### src/afr_pkg.sv
// Function
// - Coding 00 offset binary, 01 twos complement.
// - Phase code steps output clock 60 degrees.
// - Phase register resets to 0x03, 180 degrees.
// - Phase codes 1011 to 1111 give 660 degrees.
// - Pattern one bytes at 0x19/0x1A, reset zero.
// - Pattern two low byte at 0x1B, reset zero.
// - Pattern two high byte at 0x1C, reset zero.
package afr_pkg;

  localparam int unsigned SAMPLE_W = 16;

  // Register indices; the byte address on the bus is four times the index.
  localparam logic [5:0] IDX_FORMAT  = 6'h14;
  localparam logic [5:0] IDX_DRIVE   = 6'h15;
  localparam logic [5:0] IDX_PHASE   = 6'h16;
  localparam logic [5:0] IDX_PAT1_LO = 6'h19;
  localparam logic [5:0] IDX_PAT1_HI = 6'h1a;
  localparam logic [5:0] IDX_PAT2_LO = 6'h1b;
  localparam logic [5:0] IDX_PAT2_HI = 6'h1c;
  localparam logic [5:0] IDX_STATUS  = 6'h1d;

  localparam logic [7:0] RST_FORMAT = 8'h00;
  localparam logic [7:0] RST_DRIVE  = 8'h00;
  localparam logic [7:0] RST_PHASE  = 8'h03;
  localparam logic [7:0] RST_PAT    = 8'h00;

  // Field positions.
  localparam int unsigned FMT_LSB    = 0;
  localparam int unsigned INV_BIT    = 2;
  localparam int unsigned LOWPWR_BIT = 6;
  localparam int unsigned TERM_LSB   = 4;
  localparam int unsigned PHASE_LSB  = 0;

  localparam logic [1:0] CODE_OFFSET_BIN = 2'h0;
  localparam logic [1:0] CODE_TWOS       = 2'h1;

  // Output clock phase: one tick of i_clk is one 60 degree step.
  localparam int unsigned PHASE_STEP_DEG  = 60;
  localparam int unsigned PHASE_CLAMP_DEG = 660;
  localparam logic [3:0]  PHASE_LAST_CODE = 4'ha;
  localparam logic [3:0]  PHASE_CLAMP_STEPS = 4'(PHASE_CLAMP_DEG / PHASE_STEP_DEG);
  localparam logic [4:0]  FRAME_TICKS = 5'h0c;
  localparam logic [4:0]  CLK_TICKS   = 5'h06;
  localparam logic [4:0]  HIGH_TICKS  = 5'h03;

  typedef enum logic [1:0] {
    SRC_LIVE = 2'h0,
    SRC_PAT1 = 2'h1,
    SRC_PAT2 = 2'h2,
    SRC_ALT  = 2'h3
  } afr_src_e;

  typedef struct packed {
    logic [1:0]          coding;
    logic                invert;
    logic                low_power;
    logic [1:0]          term;
    logic [3:0]          phase;
    logic [SAMPLE_W-1:0] pat1;
    logic [SAMPLE_W-1:0] pat2;
  } afr_cfg_s;

endpackage : afr_pkg

### src/afr_clk_phase.sv
`timescale 1ns/1ns
module afr_clk_phase
  import afr_pkg::*;
(
  input  wire logic       i_clk,         // System clock.
  input  wire logic       i_resetn,      // Asynchronous reset, active low.
  input  wire logic [3:0] i_code,        // Phase field from the register.
  output logic            o_clk_out,     // Emitted output clock.
  output logic            o_frame_start, // One-cycle pulse at each data edge.
  output logic [3:0]      o_steps        // Applied phase in 60 degree steps.
);

  logic [4:0] cnt_reg;
  logic [4:0] cnt_next;
  logic [4:0] rel;
  logic       clk_next;
  logic       start_next;
  logic [3:0] steps_next;

  always_comb begin
    cnt_next   = (cnt_reg == FRAME_TICKS - 5'h01) ? 5'h00 : cnt_reg + 5'h01;
    start_next = (cnt_reg == FRAME_TICKS - 5'h01);
    // Codes past the last step all land on one fixed offset.
    steps_next = (i_code > PHASE_LAST_CODE) ? PHASE_CLAMP_STEPS : i_code;
    // Clock rises a number of ticks after the data edge equal to the step count modulo six.
    rel = (cnt_reg >= {1'b0, o_steps}) ? cnt_reg - {1'b0, o_steps}
                                       : cnt_reg + FRAME_TICKS - {1'b0, o_steps};
    if (rel >= CLK_TICKS) begin
      rel = rel - CLK_TICKS;
    end
    clk_next = (rel < HIGH_TICKS);
  end

  always_ff @(posedge i_clk or negedge i_resetn) begin
    if (!i_resetn) begin
      cnt_reg       <= 5'h00;
      o_clk_out     <= 1'b0;
      o_frame_start <= 1'b0;
      o_steps       <= RST_PHASE[3:0];
    end else begin
      cnt_reg       <= cnt_next;
      o_clk_out     <= clk_next;
      o_frame_start <= start_next;
      o_steps       <= steps_next;
    end
  end

endmodule : afr_clk_phase

### src/afr_regs.sv
`timescale 1ns/1ns
module afr_regs
  import afr_pkg::*;
(
  input  wire logic                i_clk,            // System clock, 50 MHz.
  input  wire logic                i_resetn,         // Asynchronous reset, active low.
  input  wire logic                i_wb_cyc,         // Wishbone cycle.
  input  wire logic                i_wb_stb,         // Wishbone strobe.
  input  wire logic                i_wb_we,          // Wishbone write enable.
  input  wire logic [7:0]          i_wb_adr,         // Wishbone byte address.
  input  wire logic [31:0]         i_wb_dat,         // Wishbone write data.
  input  wire logic [3:0]          i_wb_sel,         // Wishbone byte selects.
  output logic      [31:0]         o_wb_dat,         // Wishbone read data.
  output logic                     o_wb_ack,         // Wishbone acknowledge.
  input  wire logic [SAMPLE_W-1:0] i_sample,         // Live sample, offset binary.
  input  wire logic [1:0]          i_test_sel,       // Data source select.
  output logic      [SAMPLE_W-1:0] o_data,           // Emitted data word.
  output logic                     o_out_clk,        // Emitted output clock.
  output logic                     o_lvds_low_power, // Drive standard select.
  output logic      [1:0]          o_termination     // Drive termination select.
);

  afr_cfg_s            cfg_reg;
  afr_cfg_s            cfg_next;
  logic                ack_next;
  logic [31:0]         rdat_next;
  logic [SAMPLE_W-1:0] data_next;
  logic                alt_reg;
  logic                alt_next;
  logic                frame_start;
  logic [3:0]          steps;
  logic                req;
  logic                wr;
  logic [5:0]          idx;
  logic [7:0]          wbyte;
  logic [7:0]          rbyte;
  logic [SAMPLE_W-1:0] src;
  logic [SAMPLE_W-1:0] coded;
  afr_src_e            sel;

  afr_clk_phase u_clk_phase (
    .i_clk         (i_clk),
    .i_resetn      (i_resetn),
    .i_code        (cfg_reg.phase),
    .o_clk_out     (o_out_clk),
    .o_frame_start (frame_start),
    .o_steps       (steps)
  );

  // Register bank: a request is answered one cycle after it is seen, and
  // the ack is dropped in the following cycle so each access acks once.
  // A write lands at the edge where the master samples ack, so a request
  // that the master abandons before ack never alters a register.
  always_comb begin
    req      = i_wb_cyc && i_wb_stb && !o_wb_ack;
    wr       = i_wb_cyc && i_wb_stb && o_wb_ack && i_wb_we && i_wb_sel[0];
    idx      = i_wb_adr[7:2];
    wbyte    = i_wb_dat[7:0];
    cfg_next = cfg_reg;
    rbyte    = 8'h00;
    unique case (idx)
      IDX_FORMAT: begin
        rbyte[FMT_LSB +: 2]  = cfg_reg.coding;
        rbyte[INV_BIT]       = cfg_reg.invert;
        rbyte[LOWPWR_BIT]    = cfg_reg.low_power;
        if (wr) begin
          cfg_next.coding    = wbyte[FMT_LSB +: 2];
          cfg_next.invert    = wbyte[INV_BIT];
          cfg_next.low_power = wbyte[LOWPWR_BIT];
        end
      end
      IDX_DRIVE: begin
        rbyte[TERM_LSB +: 2] = cfg_reg.term;
        if (wr) begin
          cfg_next.term = wbyte[TERM_LSB +: 2];
        end
      end
      IDX_PHASE: begin
        rbyte[PHASE_LSB +: 4] = cfg_reg.phase;
        if (wr) begin
          cfg_next.phase = wbyte[PHASE_LSB +: 4];
        end
      end
      IDX_PAT1_LO: begin
        rbyte = cfg_reg.pat1[7:0];
        if (wr) begin
          cfg_next.pat1[7:0] = wbyte;
        end
      end
      IDX_PAT1_HI: begin
        rbyte = cfg_reg.pat1[15:8];
        if (wr) begin
          cfg_next.pat1[15:8] = wbyte;
        end
      end
      IDX_PAT2_LO: begin
        rbyte = cfg_reg.pat2[7:0];
        if (wr) begin
          cfg_next.pat2[7:0] = wbyte;
        end
      end
      IDX_PAT2_HI: begin
        rbyte = cfg_reg.pat2[15:8];
        if (wr) begin
          cfg_next.pat2[15:8] = wbyte;
        end
      end
      IDX_STATUS: begin
        rbyte = {3'h0, o_out_clk, steps};
      end
      default: begin
        rbyte = 8'h00;
      end
    endcase
    ack_next  = req;
    rdat_next = (req && !i_wb_we) ? {24'h00_0000, rbyte} : 32'h0000_0000;
  end

  always_ff @(posedge i_clk or negedge i_resetn) begin
    if (!i_resetn) begin
      cfg_reg.coding    <= RST_FORMAT[FMT_LSB +: 2];
      cfg_reg.invert    <= RST_FORMAT[INV_BIT];
      cfg_reg.low_power <= RST_FORMAT[LOWPWR_BIT];
      cfg_reg.term      <= RST_DRIVE[TERM_LSB +: 2];
      cfg_reg.phase     <= RST_PHASE[PHASE_LSB +: 4];
      cfg_reg.pat1      <= {RST_PAT, RST_PAT};
      cfg_reg.pat2      <= {RST_PAT, RST_PAT};
      o_wb_ack          <= 1'b0;
      o_wb_dat          <= 32'h0000_0000;
    end else begin
      cfg_reg  <= cfg_next;
      o_wb_ack <= ack_next;
      o_wb_dat <= rdat_next;
    end
  end

  // Data path: source choice, then coding, then polarity. Test patterns go
  // through the same coding so software sees them as it would live data.
  always_comb begin
    sel = afr_src_e'(i_test_sel);
    unique case (sel)
      SRC_LIVE: src = i_sample;
      SRC_PAT1: src = cfg_reg.pat1;
      SRC_PAT2: src = cfg_reg.pat2;
      SRC_ALT:  src = alt_reg ? cfg_reg.pat2 : cfg_reg.pat1;
    endcase
    // Unused coding codes fall back to offset binary.
    if (cfg_reg.coding == CODE_TWOS) begin
      coded = {~src[SAMPLE_W-1], src[SAMPLE_W-2:0]};
    end else begin
      coded = src;
    end
    alt_next  = alt_reg;
    data_next = o_data;
    if (frame_start) begin
      alt_next  = !alt_reg;
      data_next = coded ^ {SAMPLE_W{cfg_reg.invert}};
    end
  end

  always_ff @(posedge i_clk or negedge i_resetn) begin
    if (!i_resetn) begin
      alt_reg          <= 1'b0;
      o_data           <= '0;
      o_lvds_low_power <= 1'b0;
      o_termination    <= 2'h0;
    end else begin
      alt_reg          <= alt_next;
      o_data           <= data_next;
      o_lvds_low_power <= cfg_reg.low_power;
      o_termination    <= cfg_reg.term;
    end
  end

endmodule : afr_regs

### config.mk
export PLATFORM = sky130hd
export DESIGN_NAME = afr_regs
export DESIGN_NICKNAME = d
export VERILOG_FILES = /design/src/afr_pkg.sv /design/src/afr_clk_phase.sv /design/src/afr_regs.sv
export SDC_FILE = /design/constraint.sdc
export NUM_CORES = 1
export LEC_CHECK = 0
export BUFFER_PORTS_ARGS = -buffer_cell sky130_fd_sc_hd__buf_2
export CORE_UTILIZATION = 40
export DETAILED_ROUTE_END_ITERATION = 7
export PLACE_DENSITY_LB_ADDON = 0.25
export SLEW_MARGIN = 10
export SYNTH_ARGS = -nofsm -noshare
export SYNTH_HDL_FRONTEND = slang
export SYNTH_SLANG_ARGS = --single-unit
### constraint.sdc
create_clock -name i_clk -period 2.3 [get_ports i_clk]
set_input_delay 0.115 -clock i_clk [delete_from_list [all_inputs] [get_ports i_clk]]
set_output_delay 0.115 -clock i_clk [all_outputs]
set_load 0.05 [all_outputs]
==> impl_metrics.tcl <==
set metrics [dict create \
    cpMaxStageDelayCell "dfstp_2" \
    combPwrFrac_pct 11.3 \
    nNetsFinal 568 \
    fin_util_pct 48.8 \
    p_sw_share_pct 27.6 \
    crit_path_end_kind "flip-flop" \
    cp_max_fo 2 \
    total_power_uw 3330 \
    die_y_um 109 \
    synth-adder-area-share_pct 4.07 \
    p_clk_share_pct 44.2 \
    start_util_pct 41.6 \
    grt_max_degree 44 \
    grt_pass1_vias 3422 \
    clock_sink_count 82 \
    root_buffer "clkbuf_16" \
    synth_top_family_by_area "multiplexers" \
    first_iter_violations 134 \
    cts_buffers 9 \
    worstSkewPairLatency_ps 350 \
    synth_xor_area_share_pct 4.62 \
    status "completed" \
    drive_above_1_share_pct 35.1 \
    async_reset_ff_share_pct 100 \
    routed_wl_um 10500 \
    gp_congestion 0.798 \
    max_stage_delay_ps 540 \
    crit_type "reg -> reg" \
    maxSlewHeadroom_pct 62.1 \
    synth-main-ff-cell "dfrtp_1" \
    setup_viol 0 \
    antenna_found_initial 0 \
    synth_edf_count 0 \
    diodes 0 \
    ant_nets 0 \
    finalCritPeriodShare_pct 95.8 \
    dp.cells 616 \
    min_path_type "in -> reg" \
    p_sw_uw 920 \
    ys.warnings.count 0 \
    io_pins 120 \
    dr_total_vias 3305 \
    synth.distinct_cells 56 \
    peakVddDrop_mv 0.331 \
    fin_worst_skew_ps 8.43 \
    synth-compound-area-share_pct 11.2 \
    via_per_inst 5.22 \
    synth-seq-cells 82 \
    overflow 0 \
    total_leakage_power_uw 0.00266 \
    drc_errors 0 \
    grt_pass1_wl_um 16800 \
    rows 38 \
    synthSimpleGateAreaFrac_pct 10.5 \
    crit_path_start_kind "flip-flop" \
    largest_reg_flops 42 \
    drv_slew 0 \
    ys_seq_area_share_pct 45.3 \
    gr-usage-all-layers_pct 18.9 \
    dieArea_mm2 0.0118 \
    worst_ep_arrival_time_ps 2420 \
    fmax_ghz 0.454 \
    coreArea_mm2 0.0109 \
    post_cts_buffers 0 \
    p_seq_share_pct 44.5 \
    min_period_ps 2200 \
    synth_mux_area_share_pct 16.7 \
    cpMostUsedCell "a2111oi_2" \
    tightest_slew_ps 563 \
    p_per_area_mw_per_mm2 624 \
    clkSlewWorstSetupHoldPaths_ps 60 \
    area_delta_synth_final_pct 17.4 \
    hpwl_um 7480 \
    crit_chain "inv_2 > ha_4 > ha_2 > fa_1 > xnor2_1 > nand2_1 > a21oi_2 > a2111oi_2 > a2111oi_2" \
    crit_required_ps 2520 \
    die_w_um 109 \
    syn_inst 417 \
    syn_area_per_cell_um2 10.9 \
    max_cap_violations 0 \
    final_cells 633 \
    hold_viol 0 \
    rsz0062_at_grt "no" \
    syn-cell-area_mm2 0.00455 \
    portBuffers 66 \
    cts-htree-levels 3 \
    clock_path_buffers 2 \
    intPower_uw 2410 \
    drt_pass1_iterations 4 \
    wl_per_cell_um 16.6 \
    cts_tree "done" \
]
## routing by layer
metal	up-vias	global-route usage (%)	routed length, µm
met2	62	33.2	5430
met3	23	2.41	287
met1	1668	22.7	4490
met5	-	0	0
met4	0	9.17	311
li1	1552	-	-
## what timing repair did
| item | in CTS | in global routing |
|---|---|---|
| pin swaps | 7 | 1 |
| setup endpoints to repair | 1 | 1 |
| gates resized for setup | 7 | 4 |
| hold buffers | 1 | 0 |
| hold endpoints to repair | 35 | 0 |
| gates cloned | 0 | 0 |
## layout by cell type, fill, tap and decap left out, drive strengths merged, types with 13 or more instances in the layout
| cell type | Yosys | layout |
|---|---|---|
| conb | 1 | 24 |
| buf | 35 | 82 |
| xnor2 | 21 | 21 |
| mux2 | 50 | 50 |
| nor2 | 46 | 46 |
| mux2i | 18 | 18 |
| a21oi | 40 | 40 |
| inv | 12 | 13 |
| nand2 | 18 | 18 |
| dfrtp | 78 | 78 |
## power by group through the flow
stage	Combinational (µW)	Sequential [µW]	Clock, µW
floorplan	231	1570	0
global placement	372	1510	0
detailed placement	376	1510	0
CTS	380	1480	1490
global route	407	1480	1550
finish	378	1480	1470
## critical path: cells and delay by family (launching register included)
| family | cells | cell delay [ps] |
|---|---|---|
| compound gates | 3 | 460 |
| xor+xnor | 1 | 130 |
| fa+ha+maj | 3 | 780 |
| buf+inv | 1 | 50 |
| flops | 1 | 540 |
| simple gates | 1 | 110 |
## synth_stat cells (2+ instances only)
cell,number,area share (%)
dfrtp_1,78,43
a2111oi_0,2,0.39
buf_6,3,0.74
a222oi_1,3,0.66
mux2_4,4,1.3
clkbuf_1,11,0.91
nand3_1,4,0.44
a21o_1,3,0.50
nor2_1,45,3.7
a22o_1,7,1.3
a21boi_0,4,0.66
buf_4,26,4.3
fa_1,3,1.3
inv_1,12,0.99
dfstp_2,4,2.3
xor2_1,3,0.58
ha_1,10,2.8
nor2b_1,4,0.55
buf_2,5,0.55
o2bb2ai_1,2,0.39
nand3b_1,2,0.33
o21ai_0,2,0.22
nand2b_1,3,0.41
mux2i_1,18,4.0
mux2_2,46,11
a22oi_1,9,1.5
xnor2_1,21,4.0
nand2_1,16,1.3
a21oi_1,40,4.4
## cell families (layout without fill, tap and decap cells)
kind of cell,Yosys count,count (layout)
flip-flops,82,82
adder cells (fa/ha/maj),13,13
buffers and inverters,58,111
other,1,24
XOR/XNOR,24,24
AO/OA/AOI/OAI,79,79
multiplexers,68,68
AND/OR/NAND/NOR,92,92
## cell type report
| cell class | count | area [µm²] |
|---|---|---|
| repair buffers | 83 | 475 |
| well taps | 140 | 175 |
| inverters | 12 | 45.0 |
| fillers | 1045 | 5600 |
| clock buffers | 9 | 225 |
| clock inverters | 7 | 78.8 |
| flip-flops and latches | 82 | 2060 |
| multi-input cells | 300 | 2280 |
## final timing paths
path | from | end | slack, ps | depth (start not counted)
min reg2reg | cfg_reg[38] | o_lvds_low_power | 390 | 0
min in group asynchronous | i_resetn | o_data[12] | 310 | 2
max | u_clk_phase.o_steps[1] | u_clk_phase.o_clk_out | 100 | 9
max in group asynchronous | i_resetn | cfg_reg[0] | 1380 | 3
max reg2reg | u_clk_phase.o_steps[1] | u_clk_phase.o_clk_out | 100 | 9
min | i_wb_stb | o_wb_ack | 50 | 3
## per-stage QoR
| step | cell area (µm²) | setup WS (ps) | hold WS [ps] | setup TNS [ps] |
|---|---|---|---|---|
| final | 5340 | 97.2 | 50.0 | 0 |
| after global routing | 5340 | 4.14 | 65.2 | 0 |
| after CTS | 5320 | 19.2 | 49.7 | 0 |
| after detailed placement | 4980 | -95.7 | 140 | -95.7 |
| after global placement | 4980 | -33.1 | 132 | -33.1 |
| after floorplan | 4630 | 23.4 | -181 | 0 |
Power figures use the tool's default switching activity.
